<file path="src/rtl/rpf_pkg.sv">
// Constants for the raster polarity, sync edge and partial-area fill block.
// ====================================================================
package rpf_pkg;

    // ====================================================================
    // Register map
    localparam logic [7:0] RPF_OFS_PARTIAL = 8'h00;
    localparam logic [7:0] RPF_OFS_CONTROL = 8'h04;
    localparam logic [7:0] RPF_OFS_STATUS = 8'h08;
    localparam logic [31:0] RPF_PARTIAL_RESET = 32'h0000_0000;

    // ====================================================================
    // Field positions of the partial display control register
    localparam int RPF_PA_ENABLE_BIT = 31;
    localparam int RPF_PA_ABOVE_BIT = 29;
    localparam int RPF_PA_THR_LSB = 16;
    localparam int RPF_PA_FILL_LSB = 4;
    localparam logic [31:0] RPF_PARTIAL_MASK = 32'hA3FF_FFF0;

    // ====================================================================
    // Field positions of the output control register
    localparam int RPF_CT_OVERRIDE_BIT = 25;
    localparam int RPF_CT_EDGE_SEL_BIT = 24;
    localparam int RPF_CT_OE_INV_BIT = 23;
    localparam int RPF_CT_PCLK_INV_BIT = 22;
    localparam int RPF_CT_LSYNC_INV_BIT = 21;
    localparam int RPF_CT_ACTIVE_BIT = 0;
    localparam logic [31:0] RPF_CONTROL_MASK = 32'h03E0_0001;

    // ====================================================================
    // Field positions of the status register
    localparam int RPF_ST_UNDERFLOW_BIT = 0;
    localparam int RPF_ST_VIDEO_BIT = 1;
    localparam int RPF_ST_LINE_LSB = 16;

    // ====================================================================
    // Widths and buffering
    localparam int RPF_LINE_W = 10;
    localparam int RPF_FILL_W = 12;
    localparam int RPF_DATA_W = 16;
    localparam int RPF_FIFO_DEPTH = 16;

endpackage : rpf_pkg

</file>
<file path="src/rtl/rpf_top.sv">
// Pixel buffer and raster output stage with polarity, edge and partial-area control.
//
// Chosen here: the register offsets and the AHB-Lite slave port.
`timescale 1ns/1ps
`default_nettype none

// ====================================================================
// Pixel FIFO
module rpf_fifo #(
    parameter int WIDTH = 16,
    parameter int DEPTH = 16
) (
    input wire logic hclk,
    input wire logic hresetn,
    input wire logic in_valid,
    output logic in_ready,
    input wire logic [WIDTH-1:0] in_data,
    output logic out_valid,
    input wire logic out_ready,
    output logic [WIDTH-1:0] out_data
);
    localparam int AW = $clog2(DEPTH);

    logic [WIDTH-1:0] mem_q [DEPTH];
    logic [AW-1:0] wr_ptr_q;
    logic [AW-1:0] rd_ptr_q;
    logic [AW:0] count_q;
    logic push;
    logic pop;

    assign in_ready = (count_q != (AW+1)'(DEPTH));
    assign out_valid = (count_q != '0);
    assign push = in_valid && in_ready;
    assign pop = out_valid && out_ready;
    assign out_data = mem_q[rd_ptr_q];

    always_ff @(posedge hclk)
    begin
        if (push)
        begin
            mem_q[wr_ptr_q] <= in_data;
        end
    end

    always_ff @(posedge hclk or negedge hresetn)
    begin
        if (!hresetn)
        begin
            wr_ptr_q <= '0;
            rd_ptr_q <= '0;
            count_q <= '0;
        end
        else
        begin
            if (push)
            begin
                wr_ptr_q <= (wr_ptr_q == AW'(DEPTH - 1)) ? '0 : wr_ptr_q + 1'b1;
            end
            if (pop)
            begin
                rd_ptr_q <= (rd_ptr_q == AW'(DEPTH - 1)) ? '0 : rd_ptr_q + 1'b1;
            end
            count_q <= count_q + (AW+1)'(push) - (AW+1)'(pop);
        end
    end

endmodule : rpf_fifo

// ====================================================================
// Raster output stage
module rpf_top (
    input wire logic hclk,
    input wire logic hresetn,
    input wire logic hsel,
    input wire logic [31:0] haddr,
    input wire logic [1:0] htrans,
    input wire logic hwrite,
    input wire logic [2:0] hsize,
    input wire logic [31:0] hwdata,
    input wire logic hready,
    output logic hreadyout,
    output logic hresp,
    output logic [31:0] hrdata,
    input wire logic pix_clk_in,
    input wire logic line_sync_raw,
    input wire logic frame_sync_raw,
    input wire logic data_active_raw,
    input wire logic [9:0] line_index,
    input wire logic [9:0] panel_line_count,
    input wire logic pix_valid,
    output logic pix_ready,
    input wire logic [15:0] pix_data,
    output logic line_fetch_enable,
    output logic pixel_clock_pin,
    output logic line_sync_pin,
    output logic frame_sync_pin,
    output logic bias_enable_pin,
    output logic [15:0] lcd_data
);

    // ====================================================================
    // Register bus
    logic [31:0] partial_q;
    logic [31:0] control_q;
    logic underflow_q;
    logic wr_pend_q;
    logic [7:0] addr_q;
    logic addr_phase;
    logic underflow_set;
    logic video_now;

    assign hreadyout = 1'b1;
    assign hresp = 1'b0;
    assign addr_phase = hsel && hready && htrans[1] && (hsize == 3'h2);

    always_ff @(posedge hclk or negedge hresetn)
    begin
        if (!hresetn)
        begin
            wr_pend_q <= 1'b0;
            addr_q <= 8'h00;
        end
        else if (hready)
        begin
            wr_pend_q <= addr_phase && hwrite;
            addr_q <= addr_phase ? haddr[7:0] : 8'hFF;
        end
    end

    always_ff @(posedge hclk or negedge hresetn)
    begin
        if (!hresetn)
        begin
            partial_q <= rpf_pkg::RPF_PARTIAL_RESET;
            control_q <= 32'h0000_0000;
        end
        else if (wr_pend_q)
        begin
            if (addr_q == rpf_pkg::RPF_OFS_PARTIAL)
            begin
                partial_q <= hwdata & rpf_pkg::RPF_PARTIAL_MASK;
            end
            if (addr_q == rpf_pkg::RPF_OFS_CONTROL)
            begin
                control_q <= hwdata & rpf_pkg::RPF_CONTROL_MASK;
            end
        end
    end

    // A new underflow in the clearing cycle survives the clear.
    always_ff @(posedge hclk or negedge hresetn)
    begin
        if (!hresetn)
        begin
            underflow_q <= 1'b0;
        end
        else if (underflow_set)
        begin
            underflow_q <= 1'b1;
        end
        else if (wr_pend_q && addr_q == rpf_pkg::RPF_OFS_STATUS
                 && hwdata[rpf_pkg::RPF_ST_UNDERFLOW_BIT])
        begin
            underflow_q <= 1'b0;
        end
    end

    always_comb
    begin
        hrdata = 32'h0000_0000;
        unique case (addr_q)
            rpf_pkg::RPF_OFS_PARTIAL: hrdata = partial_q;
            rpf_pkg::RPF_OFS_CONTROL: hrdata = control_q;
            rpf_pkg::RPF_OFS_STATUS:
            begin
                hrdata[rpf_pkg::RPF_ST_UNDERFLOW_BIT] = underflow_q;
                hrdata[rpf_pkg::RPF_ST_VIDEO_BIT] = video_now;
                hrdata[rpf_pkg::RPF_ST_LINE_LSB +: rpf_pkg::RPF_LINE_W] = line_index;
            end
            default: hrdata = 32'h0000_0000;
        endcase
    end

    // ====================================================================
    // Configuration fields
    logic pa_enable;
    logic pa_above;
    logic [9:0] pa_thr;
    logic [11:0] pa_fill;
    logic hv_override;
    logic hv_edge_sel;
    logic oe_invert;
    logic pclk_invert;
    logic lsync_invert;
    logic active_mode;

    assign pa_enable = partial_q[rpf_pkg::RPF_PA_ENABLE_BIT];
    assign pa_above = partial_q[rpf_pkg::RPF_PA_ABOVE_BIT];
    assign pa_thr = partial_q[rpf_pkg::RPF_PA_THR_LSB +: rpf_pkg::RPF_LINE_W];
    assign pa_fill = partial_q[rpf_pkg::RPF_PA_FILL_LSB +: rpf_pkg::RPF_FILL_W];
    assign hv_override = control_q[rpf_pkg::RPF_CT_OVERRIDE_BIT];
    assign hv_edge_sel = control_q[rpf_pkg::RPF_CT_EDGE_SEL_BIT];
    assign oe_invert = control_q[rpf_pkg::RPF_CT_OE_INV_BIT];
    assign pclk_invert = control_q[rpf_pkg::RPF_CT_PCLK_INV_BIT];
    assign lsync_invert = control_q[rpf_pkg::RPF_CT_LSYNC_INV_BIT];
    assign active_mode = control_q[rpf_pkg::RPF_CT_ACTIVE_BIT];

    // ====================================================================
    // Video region decision
    function automatic logic rpf_in_video(input logic en, input logic above,
                                          input logic [9:0] thr, input logic [9:0] lpc,
                                          input logic [9:0] line);
        logic r;
        r = 1'b1;
        if (!en)
        begin
            r = 1'b1;
        end
        else if (thr > lpc)
        begin
            r = !above;
        end
        else if (above)
        begin
            r = (line > thr);
        end
        else
        begin
            r = (line <= thr);
        end
        return r;
    endfunction : rpf_in_video

    assign video_now = rpf_in_video(pa_enable, pa_above, pa_thr, panel_line_count, line_index);

    // The fetch channel is told per line so fill lines never touch memory.
    assign line_fetch_enable = video_now;

    // ====================================================================
    // Pixel clock sampling and edge choice
    logic pclk_s1_q;
    logic pclk_s2_q;
    logic pclk_s3_q;
    logic pclk_rise;
    logic pclk_fall;
    logic data_edge;
    logic sync_edge;

    always_ff @(posedge hclk or negedge hresetn)
    begin
        if (!hresetn)
        begin
            pclk_s1_q <= 1'b0;
            pclk_s2_q <= 1'b0;
            pclk_s3_q <= 1'b0;
        end
        else
        begin
            pclk_s1_q <= pix_clk_in;
            pclk_s2_q <= pclk_s1_q;
            pclk_s3_q <= pclk_s2_q;
        end
    end

    assign pclk_rise = pclk_s2_q && !pclk_s3_q;
    assign pclk_fall = !pclk_s2_q && pclk_s3_q;
    assign pixel_clock_pin = pclk_s3_q;
    assign data_edge = pclk_invert ? pclk_fall : pclk_rise;

    always_comb
    begin
        if (hv_override)
        begin
            sync_edge = hv_edge_sel ? pclk_rise : pclk_fall;
        end
        else
        begin
            sync_edge = pclk_invert ? pclk_rise : pclk_fall;
        end
    end

    // ====================================================================
    // Sync outputs
    always_ff @(posedge hclk or negedge hresetn)
    begin
        if (!hresetn)
        begin
            line_sync_pin <= 1'b0;
            frame_sync_pin <= 1'b0;
        end
        else if (sync_edge)
        begin
            line_sync_pin <= line_sync_raw ^ lsync_invert;
            frame_sync_pin <= frame_sync_raw;
        end
    end

    // ====================================================================
    // Pixel data and enable
    logic fifo_valid;
    logic fifo_pop;
    logic [15:0] fifo_data;
    logic want_video;

    assign want_video = data_edge && data_active_raw && video_now;
    assign fifo_pop = want_video && fifo_valid;
    assign underflow_set = want_video && !fifo_valid;

    rpf_fifo #(
        .WIDTH(rpf_pkg::RPF_DATA_W),
        .DEPTH(rpf_pkg::RPF_FIFO_DEPTH)
    ) u_fifo (
        .hclk(hclk),
        .hresetn(hresetn),
        .in_valid(pix_valid),
        .in_ready(pix_ready),
        .in_data(pix_data),
        .out_valid(fifo_valid),
        .out_ready(fifo_pop),
        .out_data(fifo_data)
    );

    // An empty buffer repeats the last pixel; the sticky flag shows it.
    always_ff @(posedge hclk or negedge hresetn)
    begin
        if (!hresetn)
        begin
            lcd_data <= 16'h0000;
        end
        else if (data_edge)
        begin
            if (!data_active_raw)
            begin
                lcd_data <= 16'h0000;
            end
            else if (!video_now)
            begin
                lcd_data <= {4'h0, pa_fill};
            end
            else if (fifo_valid)
            begin
                lcd_data <= fifo_data;
            end
        end
    end

    // The enable moves on the data edge so it frames exactly the driven pixels.
    always_ff @(posedge hclk or negedge hresetn)
    begin
        if (!hresetn)
        begin
            bias_enable_pin <= 1'b0;
        end
        else if (data_edge)
        begin
            if (active_mode)
            begin
                bias_enable_pin <= data_active_raw ^ oe_invert;
            end
            else
            begin
                bias_enable_pin <= data_active_raw;
            end
        end
    end

    // ====================================================================
    // Assertions
    property p_line_pol;
        @(posedge hclk) disable iff (!hresetn)
        sync_edge |=> line_sync_pin == $past(line_sync_raw ^ lsync_invert);
    endproperty
    a_line_pol: assert property (p_line_pol) else $error("line sync polarity wrong");

    property p_data_edge;
        @(posedge hclk) disable iff (!hresetn)
        $changed(lcd_data) |-> $past(pclk_invert ? pclk_fall : pclk_rise);
    endproperty
    a_data_edge: assert property (p_data_edge) else $error("data off launch edge");

    property p_bias_active;
        @(posedge hclk) disable iff (!hresetn)
        (data_edge && active_mode) |=> bias_enable_pin == $past(data_active_raw ^ oe_invert);
    endproperty
    a_bias_active: assert property (p_bias_active) else $error("enable polarity wrong");

    property p_bias_passive;
        @(posedge hclk) disable iff (!hresetn)
        (data_edge && !active_mode) |=> bias_enable_pin == $past(data_active_raw);
    endproperty
    a_bias_passive: assert property (p_bias_passive) else $error("passive enable inverted");

    property p_bias_frames_data;
        @(posedge hclk) disable iff (!hresetn)
        $changed(bias_enable_pin) |-> $past(data_edge);
    endproperty
    a_bias_frames_data: assert property (p_bias_frames_data) else $error("enable off edge");

    property p_sync_default;
        @(posedge hclk) disable iff (!hresetn)
        (!$past(hv_override) && $changed(line_sync_pin))
            |-> $past(pclk_invert ? pclk_rise : pclk_fall);
    endproperty
    a_sync_default: assert property (p_sync_default) else $error("sync not opposite data");

    property p_sync_override;
        @(posedge hclk) disable iff (!hresetn)
        ($past(hv_override) && !$past(hv_edge_sel) && $changed(frame_sync_pin))
            |-> $past(pclk_fall);
    endproperty
    a_sync_override: assert property (p_sync_override) else $error("sync not on falling");

    property p_disabled_full;
        @(posedge hclk) disable iff (!hresetn)
        !pa_enable |-> line_fetch_enable;
    endproperty
    a_disabled_full: assert property (p_disabled_full) else $error("fill while disabled");

    property p_fill_value;
        @(posedge hclk) disable iff (!hresetn)
        (data_edge && data_active_raw && !video_now) |=>
            lcd_data == {4'h0, $past(pa_fill)} && !$past(fifo_pop);
    endproperty
    a_fill_value: assert property (p_fill_value) else $error("fill pixel wrong");

    property p_beyond_panel;
        @(posedge hclk) disable iff (!hresetn)
        (pa_enable && pa_thr > panel_line_count) |-> line_fetch_enable == !pa_above;
    endproperty
    a_beyond_panel: assert property (p_beyond_panel) else $error("beyond panel wrong");

endmodule : rpf_top

`default_nettype wire

</file>
<file path="config.mk">
export PLATFORM = sky130hd
export DESIGN_NAME = rpf_top
export DESIGN_NICKNAME = d
export VERILOG_FILES = /design/src/rtl/rpf_pkg.sv /design/src/rtl/rpf_top.sv
export SDC_FILE = /design/constraint.sdc
export NUM_CORES = 1
export LEC_CHECK = 0
export BUFFER_PORTS_ARGS = -buffer_cell sky130_fd_sc_hd__buf_2
export CORE_MARGIN = 8
export CORE_UTILIZATION = 30
export CTS_CLUSTER_SIZE = 16
export DETAILED_ROUTE_END_ITERATION = 10
export MAX_ROUTING_LAYER = met4
export PLACE_DENSITY_LB_ADDON = 0.12
export SLEW_MARGIN = 20
export SYNTH_ARGS = -nofsm -noshare
export SYNTH_HDL_FRONTEND = slang
export SYNTH_SLANG_ARGS = --single-unit
export TNS_END_PERCENT = 10
</file>
<file path="constraint.sdc">
create_clock -name hclk -period 9 [get_ports hclk]
set_input_delay 0.45 -clock hclk [delete_from_list [all_inputs] [get_ports hclk]]
set_output_delay 0.45 -clock hclk [all_outputs]
set_load 0.005 [all_outputs]
</file>
Word level (Yosys, flattened, before mapping)
Memory sizes are Yosys's and may differ from the RTL's.
Index checks and enable logic that the tools add are counted.

word-level totals
  flip-flop bits (word level) = 75
  RAM bits = 256
  bits of input ports = 115
  output and inout port bits = 56
  logic and storage cells = 78
  memories kept = 1

operators by class
  add/subtract/negate cells = 4
  magnitude comparators = 3
  equality and inequality tests = 7
  mux-type cells = 22
  bitwise gates (word level) = 2
  reductions and logical operators = 24

memories
  memory        words  bits a word  read ports  clocked after memory_dff  write ports  RTL line       text
  u_fifo.mem_q  16     16           1           0                         1            rpf_top.sv:24  logic [WIDTH-1:0] mem_q [DEPTH];

operator list
  operator                                                                  count
  16-bit two-way mux                                                        3
  10-bit one-hot mux with 3 select lines                                    1
  10-bit > comparator                                                       2
  1-bit logical AND                                                         14
  14-bit two-way mux                                                        1
  1-bit two-way mux                                                         12
  10-bit <= comparator                                                      1
  4-bit by 1-bit adder with 4-bit output (second input constant)            2
  4-bit == test (second input constant)                                     2
  8-bit by 3-bit == test with 1-bit output (second input constant)          1
  8-bit by 4-bit == test with 1-bit output (second input constant)          1
  8-bit zero test                                                           1
  4-bit two-way mux                                                         2
  8-bit two-way mux                                                         1
  6-bit two-way mux                                                         1
  2-bit AND reduction                                                       3
  5-bit by 1-bit adder with 5-bit output                                    1
  5-bit inequality test (second input constant)                             1
  5-bit nonzero test                                                        1
  5-bit by 1-bit subtractor with 5-bit output                               1
  1-bit zero test                                                           4
  2-bit one-hot mux with 2 select lines                                     1
  3-bit by 2-bit == test with 1-bit output (second input constant)          1
  3-bit by 2-bit inequality test with 1-bit output (second input constant)  1
  other kinds (2)                                                           3

Longest topological paths before layout
Gate-level depths: netlist of the first run.

  depth in word-level cells = 8
  gate-level depth with buffers = 19
  depth with buffers taken out = 18

By module
A second synthesis of the first run with hierarchy kept.

unflattened totals
  cell total of the unflattened synthesis = 882
  area total of the unflattened synthesis = 14,488.9 µm²

by module, submodules not included
  module    instances  cells an instance  area an instance (µm²)
  rpf_fifo  1          554                10,935.5
  rpf_top   1          328                3,553.4

Least setup slack after synthesis of the first run
Ideal clock, no wire load.

  path type = input port to flip-flop
  from = in panel_line_count[3]
  to = reg u_fifo.count_q[4]
  library setup time = 123 ps
  arrival time = 3,911 ps
  data required time = 8,877 ps
  slack = 4,966 ps
  cell stages on the path = 19
  buffers on the path = 1
  cells stage by stage = inv_1 -> ha_1 -> a211oi_2 -> nor2_1 -> or4b_4 -> a211oi_2 -> mux2i_2 -> inv_2 -> nand2b_1 -> buf_6 -> inv_1 -> ha_1 -> inv_1 -> ha_1 -> fa_1 -> a21oi_1 -> nor2_1 -> nor2_1 -> xnor2_1

on the way
  longest elaborated chain between the ends = 7

ends and longest elaborated chain
  item                                         RTL line        text
  start, declared                              rpf_top.sv:89   input wire logic [9:0] panel_line_count,
  10-bit > comparator                          rpf_top.sv:219  else if (thr > lpc)
  1-bit two-way mux                            rpf_top.sv:219
  1-bit two-way mux                            rpf_top.sv:215  if (!en)
  via line_fetch_enable                        rpf_top.sv:93   output logic line_fetch_enable,
  1-bit logical AND                            rpf_top.sv:305  assign want_video = data_edge && data_active_raw && video_now;
  1-bit logical AND                            rpf_top.sv:306  assign fifo_pop = want_video && fifo_valid;
  1-bit logical AND                            rpf_top.sv:34   assign pop = out_valid && out_ready;
  via u_fifo.pop                               rpf_top.sv:29   logic pop;
  5-bit by 1-bit subtractor with 5-bit output  rpf_top.sv:63   count_q <= count_q + (AW+1)'(push) - (AW+1)'(pop);
  end signal, assigned                         rpf_top.sv:63
  end, declared                                rpf_top.sv:27   logic [AW:0] count_q;

The timed path passes the listed nets, and every way through them passes these cells.
A chain may end at the register's enable or synchronous reset.

Worst setup path after layout of the first run
  from = reg partial_q[25]
  to = reg u_fifo.count_q[4]

on the way
  longest elaborated chain between the ends = 8
  elaborated cells between the ends (all ways) = 10

ends and longest elaborated chain
  item                                                         RTL line                        text
  start, declared                                              rpf_top.sv:103                  logic [31:0] partial_q;
  start signal, assigned                                       rpf_top.sv:134                  partial_q <= rpf_pkg::RPF_PARTIAL_RESET;
  start signal, assigned                                       rpf_top.sv:141                  partial_q <= hwdata & rpf_pkg::RPF_PARTIAL_MASK;
  10-bit <= comparator or 10-bit > comparator (tied branches)  rpf_top.sv:229, rpf_top.sv:225
  1-bit two-way mux                                            rpf_top.sv:223                  else if (above)
  1-bit two-way mux *                                          rpf_top.sv:219
  1-bit two-way mux *                                          rpf_top.sv:215
  1-bit logical AND *                                          rpf_top.sv:305
  1-bit logical AND *                                          rpf_top.sv:306
  1-bit logical AND *                                          rpf_top.sv:34
  via u_fifo.pop                                               rpf_top.sv:29
  5-bit by 1-bit subtractor with 5-bit output *                rpf_top.sv:63

The timed path passes the listed nets; every way through them passes the cells marked *.

==> results of run 1 <==
logic make-up after synthesis:
| group | Yosys count | synth area share |
|---|---|---|
| AOI/OAI and AO/OA | 70 | 0.0399 |
| xor gates and xnor gates | 8 | 0.00503 |
| adders and majority gates | 32 | 0.0293 |
| buffers and inverters | 83 | 0.0271 |
| DFF | 331 | 0.686 |
| muxes | 120 | 0.162 |
| other | 2 | 0.000539 |
| and+or+nand+nor | 121 | 0.0504 |
per-layer routing:
layer  up-vias  GRT usage  share of wire
li1       3339          -              -
met4         0     0.0421          0.023
met1      3757      0.181           0.47
met5         -          -              0
met3        56     0.0264          0.052
met2       182      0.205           0.45
final timing paths:
| path | endpoint | slack (ns) |
|---|---|---|
| setup / recovery | u_fifo.count_q[4] | 4.45 |
| hold / removal | partial_q[4] | 0.14 |
| setup reg to reg | u_fifo.count_q[4] | 4.45 |
| hold reg to reg | pclk_s2_q | 0.35 |
| max in group asynchronous | u_fifo.rd_ptr_q[0] | 7.91 |
| min in group asynchronous | addr_q[3] | 0.51 |
power by group through the flow:
stage	combinational (mW)	sequential (mW)	clock, mW
after floorplan	0.838	1.91	0
after global placement	1.19	1.97	0
after detailed placement	1.20	1.98	0
after CTS	1.20	1.95	1.60
after global routing	1.27	1.97	1.65
final	1.16	1.94	1.55
synthesized netlist by cell type (9+ instances only):
cell type,number
nand2_1,13
nor2_1,24
buf_4,9
ha_1,31
and2_1,20
a211o_1,12
dfrtp_1,75
mux4_2,80
edfxtp_1,256
nor3b_1,14
a21oi_1,16
mux2_2,31
inv_1,38
clkbuf_1,19
and3_1,19
layout make-up:
cell class,instances,area [µm²]
Antenna cell,1,2.50
Timing Repair Buffer,155,850
Clock buffer,51,1080
Tap cell,607,759
Inverter,39,146
Multi-Input combinational cell,359,4050
Clock inverter,19,170
Sequential cell,331,9570
Fill cell,4402,29600
state kept, by name, summed over array words and instances, names as in the netlist:
name,count
pclk_s1_q,1
underflow_q,1
wr_pend_q,1
u_fifo.mem_q,256
partial_q,24
addr_q,8
lcd_data,16
line_sync_pin,1
pclk_s2_q,1
frame_sync_pin,1
bias_enable_pin,1
u_fifo.rd_ptr_q,4
u_fifo.count_q,5
pixel_clock_pin,1
u_fifo.wr_ptr_q,4
control_q,6
worst max-delay path, stage by stage, from the launching register on:
cell and delay (ns):
dfrtp_1 0.42, ha_1 0.32, a21oi_1 0.15, o21a_1 0.17
or4b_4 0.46, a211oi_2 0.34, mux2i_4 0.27, buf_4 0.33
inv_2 0.11, nand2b_1 0.38, inv_1 0.09, ha_1 0.29
inv_1 0.04, ha_1 0.20, fa_1 0.43, a21oi_1 0.17
nor2_1 0.05, nor2_1 0.11, xnor2_1 0.12
==> out/qor.txt, run 1 <==
Clock-pin slew on the worst setup and hold paths -> 0.06 ns
Setup Crit Path Kind -> reg2reg
Seq cells post-synth -> 331
Synth top area share -> 0.551
Post_cts resized -> 0
Pint -> 3.34 mW
Remaining antenna violation count -> 0
Clock Latency Late Sink -> 0.55 ns
Static Leakage -> 6.21 nW
Detailed Route WL -> 35000 µm
H-tree depth -> 2
PnR Total Power -> 4.65 mW
Gr usage total -> 0.135
CP endpoint kind -> flip-flop
IR drop worst, VDD -> 167 µV
Tcrit/Tclk final -> 0.505
Reg-to-Reg Start -> partial_q[25]
Vias/cell -> 4.70
Clock sink total -> 331
WP data arrival -> 5.01 ns
Synth area leaders -> edfxtp_1, dfrtp_1, mux4_2, ha_1, mux2_2
Vias in the first global route -> 7902
Non-filler cells, final -> 1562
Shortest period the worst path allows -> 4.55 ns
Power density over the cells -> 279 nW/µm²
IO Pins -> 171
First-pass GRT wire length -> 52500 µm
RD Place Congestion -> 0.772
Max_slew headroom -> 0.274
IO buf count -> 130
Die W -> 232 µm
Hold Fails Final Rpt -> 0
Row count -> 79
Initial antenna violation count -> 4
Setup ws final -> 4.45 ns
Logic pwr share -> 0.249
Place WS -> 4.25 ns
Cell taking the most area after synthesis -> edfxtp_1
Grt ovf -> 0
Clock buffer depth -> 3
Root buf cell -> clkbuf_16
DP Area -> 15300 µm²
Die Span Y -> 232 µm
Worst EP required -> 9.46 ns
Layout cells sized above 1 -> 0.353
Synthesis Warnings -> 0
Commonest non-fill, non-tap cell in the layout -> edfxtp_1
Clk_skew -> 0.0158 ns
Outcome -> complete, no violations
Cell variety after synth -> 54
Worst Setup Start Kind -> flip-flop
Final HPWL DP -> 21800 µm
Hold Startpoint -> hwdata[4]
Clock network power share -> 0.333
Final Cell Area -> 16600 µm²
Hold crit path type -> in2reg
Iteration-0 DRC Markers -> 414
Total CTS buffers -> 39
Die ar. -> 53600 µm²
MaxCap Viol Count -> 0
Drt drc -> 0
Hold Crit Depth -> 2
Register area share after synthesis -> 0.686
Initial core utilization -> 0.301
Sw Pwr -> 1.31 mW
Top_reg_cell synth -> edfxtp_1
Post-synth EDFFs -> 256
1st-pass router iterations -> 4
Cts hold-fix bufs -> 1
Cells after Synth -> 767
Core footprint -> 46300 µm²
Final setup fails -> 0
Post-CTS Setup Inserts -> 0
Sequential Power Share -> 0.417
CTS tree -> done
Routed len/inst -> 22.4 µm
Hold_ws -> 0.140 ns
RSZ-0062 raised after global routing -> false
CP Launch Point -> partial_q[25]
Final Max Slew Viols -> 0
Post-placement cell count -> 1489
Setup tns final -> 0 ns
Measured slew at the worst slew-check pin -> 1.09 ns
Syn avg cell area -> 18.2 µm²
Most frequent cells in the layout -> edfxtp_1, buf_2, mux4_2, dfrtp_1, clkbuf_16
Share of flip-flops with an asynchronous set or reset -> 0.227
Critical Path Fanout Max -> 28
Largest net degree at the start of global routing -> 76
Synth Cell Area -> 13900 µm²
R2R cell count -> 18
NumNets Final -> 1072
Switching Fraction -> 0.281
Core Util, Final -> 0.360
Synth-to-Final Area Change -> 19.3%
FMAX -> 0.220 GHz
Vias -> 7334
Power figures use the tool's default switching activity.
==> inputs of run 2 (changes only) <==
clock period = 4.04 ns   (was 9 ns; I/O delays follow)
==> run 2 against run 1 <==
Highest routed layer unchanged. Clock skew increased by 0.0023 ns. Register-to-register slack got worse by 4.2 ns. Design area increased by 2.7%. Sequential share of layout area decreased by 1.5 points. Cell count increased by 2.9%. Fmax increased by 20%.
==> out/qor.txt, run 2 (same netlist as run 1, synthesis figures left out) <==
Worst EP required -> 4.48 ns
Final Max Slew Viols -> 0
Commonest non-fill, non-tap cell in the layout -> edfxtp_1
Clock Latency Late Sink -> 0.53 ns
Clock sink total -> 331
First-pass GRT wire length -> 54000 µm
Die W -> 232 µm
Measured slew at the worst slew-check pin -> 0.917 ns
Largest net degree at the start of global routing -> 76
NumNets Final -> 1116
Remaining antenna violation count -> 0
Row count -> 79
Clock buffer depth -> 3
Synth-to-Final Area Change -> 22.5%
Static Leakage -> 6.40 nW
Root buf cell -> clkbuf_16
Tcrit/Tclk final -> 0.935
Slowest-stage cell, CP -> or4b_4
1st-pass router iterations -> 4
Outcome -> complete, no violations
Hold crit path type -> in2reg
Critical Path Fanout Max -> 4
WP data arrival -> 4.22 ns
Core footprint -> 46300 µm²
Final setup fails -> 0
Largest registers -> u_fifo.mem_q: 256 flops, partial_q: 24 flops, lcd_data: 16 flops
CTS tree -> done
IR drop worst, VDD -> 301 µV
Core Util, Final -> 0.369
Vias/cell -> 4.67
Die Span Y -> 232 µm
Top reg by flops -> u_fifo.mem_q
IO buf count -> 130
RSZ-0062 raised after global routing -> false
Setup tns final -> 0 ns
RD Place Congestion -> 0.728
Max reg flops -> 256
Hold Fails Final Rpt -> 0
Crit path max-delay family -> adder cells
Grt ovf -> 0
Worst Setup Start Kind -> flip-flop
Die ar. -> 53600 µm²
Drt drc -> 0
Most frequent cells in the layout -> edfxtp_1, buf_2, mux4_2, dfrtp_1, dlygate4sd3_1
Iteration-0 DRC Markers -> 435
Gr usage total -> 0.138
Setup Crit Path Kind -> reg2reg
Vias -> 7508
Total CTS buffers -> 38
Worst path cell trace -> ha_1 > a211oi_2 > nor2_1 > or4b_4 > a211oi_4 > mux2i_4 > inv_2 > nand2b_1 > inv_1 > ha_1 > inv_1 > ha_1 > fa_1 > a21oi_1 > nor2_1 > nor2_1 > xnor2_1
Routed len/inst -> 22.5 µm
Flop-to-flop setup slack -> 0.26 ns
Max_slew headroom -> 0.389
Detailed Route WL -> 36100 µm
CP endpoint kind -> flip-flop
Shortest period the worst path allows -> 3.78 ns
Final HPWL DP -> 22600 µm
Crit path buffers/inverters -> 3
Initial core utilization -> 0.301
Clk_skew -> 0.0181 ns
Layout cells sized above 1 -> 0.346
FMAX -> 0.265 GHz
Clock-pin slew on the worst setup and hold paths -> 0.06 ns
MaxCap Viol Count -> 0
Initial antenna violation count -> 4
H-tree depth -> 2
Vias in the first global route -> 8086
Critical Path Max Stage Delay -> 0.52 ns
Power density over the cells -> 606 nW/µm²
IO Pins -> 171
==> run 2: cell count changes in the layout (fill, tap and decap cells not counted), moves of 2 or more <==
cell / change
dlygate4sd3_1: +37
inv_6: +2
buf_12: +3
clkbuf_16: -3
clkbuf_8: -2
buf_4: +5
==> run 2: repair_timing <==
item	4_1_cts	5_1_grt
hold buffers	39	0
endpoints found under the hold margin	118	0
gates resized for setup	0	3
buffers inserted	0	1
endpoints found under the setup margin	0	1
==> run 2: path summary, 6_finish.rpt <==
| kind | cells after the start | from | to |
|---|---|---|---|
| max in group asynchronous | 2 | hresetn | u_fifo.rd_ptr_q[0] |
| min in group asynchronous | 2 | hresetn | u_fifo.count_q[0] |
| min reg2reg | 0 | pclk_s1_q | pclk_s2_q |
| min | 2 | hready | wr_pend_q |
| max | 17 | partial_q[19] | u_fifo.count_q[4] |
| max reg2reg | 17 | partial_q[19] | u_fifo.count_q[4] |
==> run 2: final cells by class <==
| class | count | area [µm²] |
|---|---|---|
| Inverter | 39 | 146 |
| Multi-Input combinational cell | 359 | 4070 |
| Timing Repair Buffer | 200 | 1320 |
| Fill cell | 4369 | 29200 |
| Clock inverter | 23 | 226 |
| Tap cell | 607 | 759 |
| Antenna cell | 2 | 5.00 |
| Clock buffer | 46 | 981 |
| Sequential cell | 331 | 9570 |
==> run 2: per-layer routing <==
| layer | vias up | global-route usage | wire (µm) |
|---|---|---|---|
| li1 | 3426 | - | - |
| met5 | - | - | 0 |
| met3 | 40 | 0.0301 | 2230 |
| met2 | 208 | 0.217 | 16800 |
| met4 | 0 | 0.0334 | 640 |
| met1 | 3834 | 0.181 | 16400 |
==> run 2: stage by stage <==
| stage | total power [mW] | hold WS [ns] | worst slack (ns) | cells | cell area [µm²] |
|---|---|---|---|---|---|
| detailed placement | 7.12 | 0.317 | 0.179 | 1496 | 15400 |
| finish | 10.3 | 0.0462 | 0.261 | 1607 | 17100 |
| CTS | 10.5 | 0.0175 | 0.134 | 1604 | 17000 |
| floorplan | 6.13 | -0.0936 | 0.105 | 773 | 14000 |
| global placement | 7.12 | 0.314 | 0.194 | 1496 | 15400 |
| global route | 10.9 | 0.0329 | 0.00650 | 1607 | 17100 |
==> run 2: power by group <==
group | internal [mW] | leakage (nW) | switching (mW) | total (mW)
registers | 4.08 | 3.19 | 0.354 | 4.43
clock network | 1.99 | 0.592 | 1.35 | 3.35
logic | 1.36 | 2.62 | 1.21 | 2.57
total | 7.43 | 6.40 | 2.91 | 10.3
==> inputs of run 3 (changes only) <==
--- a/config.mk
+++ b/config.mk
@@ -13,4 +13,5 @@
 export MAX_ROUTING_LAYER = met4
 export PLACE_DENSITY_LB_ADDON = 0.12
+export REMOVE_ABC_BUFFERS = 1
 export SLEW_MARGIN = 20
 export SYNTH_ARGS = -nofsm -noshare
==> constraint.sdc (replaced) <==
create_clock -name hclk -period 4.04 [get_ports hclk]
set_input_delay 0.202 -clock hclk [delete_from_list [all_inputs] [get_ports hclk]]
set_output_delay 0.202 -clock hclk [all_outputs]
set_load 0.1 [all_outputs]
==> run 3 against run 2 <==
Clock skew is 0.0046 ns higher. Die area stayed put. Sequential cell count stayed put. Worst setup slack better by 0.0091 ns. Highest routed layer unchanged. Combinational power is 25% higher.
==> out/qor.txt, run 3 (same netlist as run 1, synthesis figures left out) <==
MaxCap Viol Count -> 0
Routed len/inst -> 22.3 µm
Hold Startpoint -> pix_data[9]
Hold crit path type -> in2reg
Core footprint -> 46300 µm²
Measured slew at the worst slew-check pin -> 1.06 ns
Most frequent cells in the layout -> edfxtp_1, buf_2, mux4_2, dfrtp_1, dlygate4sd3_1
Total CTS buffers -> 39
Worst path most repeated cell -> ha_1
IO buf count -> 130
PnR Total Power -> 11.0 mW
Setup ws final -> 0.270 ns
Final setup fails -> 0
Commonest non-fill, non-tap cell in the layout -> edfxtp_1
Final Max Slew Viols -> 0
Initial core utilization -> 0.301
Critical Path Max Stage Delay -> 0.48 ns
Vias in the first global route -> 8120
RD Place Congestion -> 0.733
Final HPWL DP -> 23200 µm
R2R cell count -> 17
Max reg flops -> 256
Setup tns final -> 0 ns
Die Span Y -> 232 µm
FMAX -> 0.265 GHz
Vias/cell -> 4.65
CTS tree -> done
Critical Path Fanout Max -> 4
Post-CTS Setup Inserts -> 0
Clk_skew -> 0.0227 ns
Tcrit/Tclk final -> 0.933
RSZ-0062 raised after global routing -> false
Clock-pin slew on the worst setup and hold paths -> 0.06 ns
Layout cells sized above 1 -> 0.346
Worst path cell trace -> ha_1 > a21oi_1 > o21a_1 > or4b_4 > a211oi_4 > mux2i_4 > inv_2 > nand2b_1 > inv_1 > ha_1 > inv_1 > ha_1 > fa_2 > a21oi_2 > nor2_1 > nor2_1 > xnor2_1
Outcome -> complete, no violations
Hold Fails Final Rpt -> 0
Largest net degree at the start of global routing -> 52
Reg-to-Reg Start -> partial_q[25]
Crit path buffers/inverters -> 3
Die ar. -> 53600 µm²
1st-pass router iterations -> 6
Slowest-stage cell, CP -> or4b_4
Grt ovf -> 0
Clock sink total -> 331
Shortest period the worst path allows -> 3.77 ns
IR drop worst, VDD -> 314 µV
H-tree depth -> 2
Hold Crit Depth -> 1
Worst EP required -> 4.51 ns
Row count -> 79
CP endpoint kind -> flip-flop
Clock buffer depth -> 3
Drt drc -> 0
Clock Latency Late Sink -> 0.56 ns
NumNets Final -> 1135
IO Pins -> 171
Max_slew headroom -> 0.296
Synth-to-Final Area Change -> 24.0%
Static Leakage -> 6.50 nW
Power density over the cells -> 639 nW/µm²
Gr usage total -> 0.139
Worst Setup Start Kind -> flip-flop
Crit path max-delay family -> adder cells
First-pass GRT wire length -> 54100 µm
Initial antenna violation count -> 2
Root buf cell -> clkbuf_16
Remaining antenna violation count -> 0
CP Launch Point -> partial_q[25]
Non-filler cells, final -> 1626
WP data arrival -> 4.24 ns
Largest registers -> u_fifo.mem_q: 256 flops, partial_q: 24 flops, lcd_data: 16 flops
Top reg by flops -> u_fifo.mem_q
Place WS -> 0.151 ns
Detailed Route WL -> 36300 µm
Post-placement cell count -> 1500
Die W -> 232 µm
Setup Crit Path Kind -> reg2reg
WP depth -> 17
Vias -> 7556
Iteration-0 DRC Markers -> 470
-- run 3: cell types whose count changed in the layout (fill, tap and decap cells not counted), sizes merged --
cell,previous run,this run
inv,41,42
clkinvlp,0,1
buf,161,164
bufinv,4,2
clkbuf,46,50
clkinv,17,15
diode,2,1
dlygate4sd3,39,54
-- run 3: stage by stage --
step            util  hold WS [ns]  cell area (µm²)
3_3_place_gp   0.335         0.312            15500
2_1_floorplan      -       -0.0936            13700
6_report       0.374        0.0354            17300
4_1_cts        0.373      0.000331            17300
3_5_place_dp   0.335         0.312            15500
5_1_grt        0.374        0.0239            17300
-- run 3: final timing paths --
check / endpoint / slack (ns)
min in group asynchronous: partial_q[18] / 0.27
worst min register to register: pclk_s2_q / 0.35
worst max register to register: u_fifo.count_q[4] / 0.27
worst max-delay path: u_fifo.count_q[4] / 0.27
worst min-delay path: u_fifo.mem_q[11][9] / 0.04
max in group asynchronous: addr_q[7] / 2.90
-- run 3: per-layer routing --
metal	up-vias	track usage	wire length, µm
met5	-	-	0
met4	0	0.0411	660
met3	48	0.0260	1960
met2	193	0.215	16900
met1	3851	0.185	16700
li1	3464	-	-
-- run 3: cell type report --
cell class,count,area (µm²)
clock buffers,50,1050
repair buffers,218,1500
inverters,39,146
well taps,607,759
diodes,1,2.50
fillers,4336,29000
multi-input cells,359,4060
flip-flops and latches,331,9570
clock inverters,21,195
-- run 3: repair_timing --
| action | 4_1_cts | 5_1_grt |
|---|---|---|
| hold endpoints to repair | 228 | 0 |
| setup endpoints to repair | 0 | 1 |
| resized for setup | 0 | 3 |
| hold buffers | 54 | 0 |
-- run 3: power breakdown --
part	internal (mW)	total (mW)	switching, mW
Combinational	1.39	3.21	1.82
Clock	1.98	3.41	1.43
Sequential	4.08	4.41	0.336
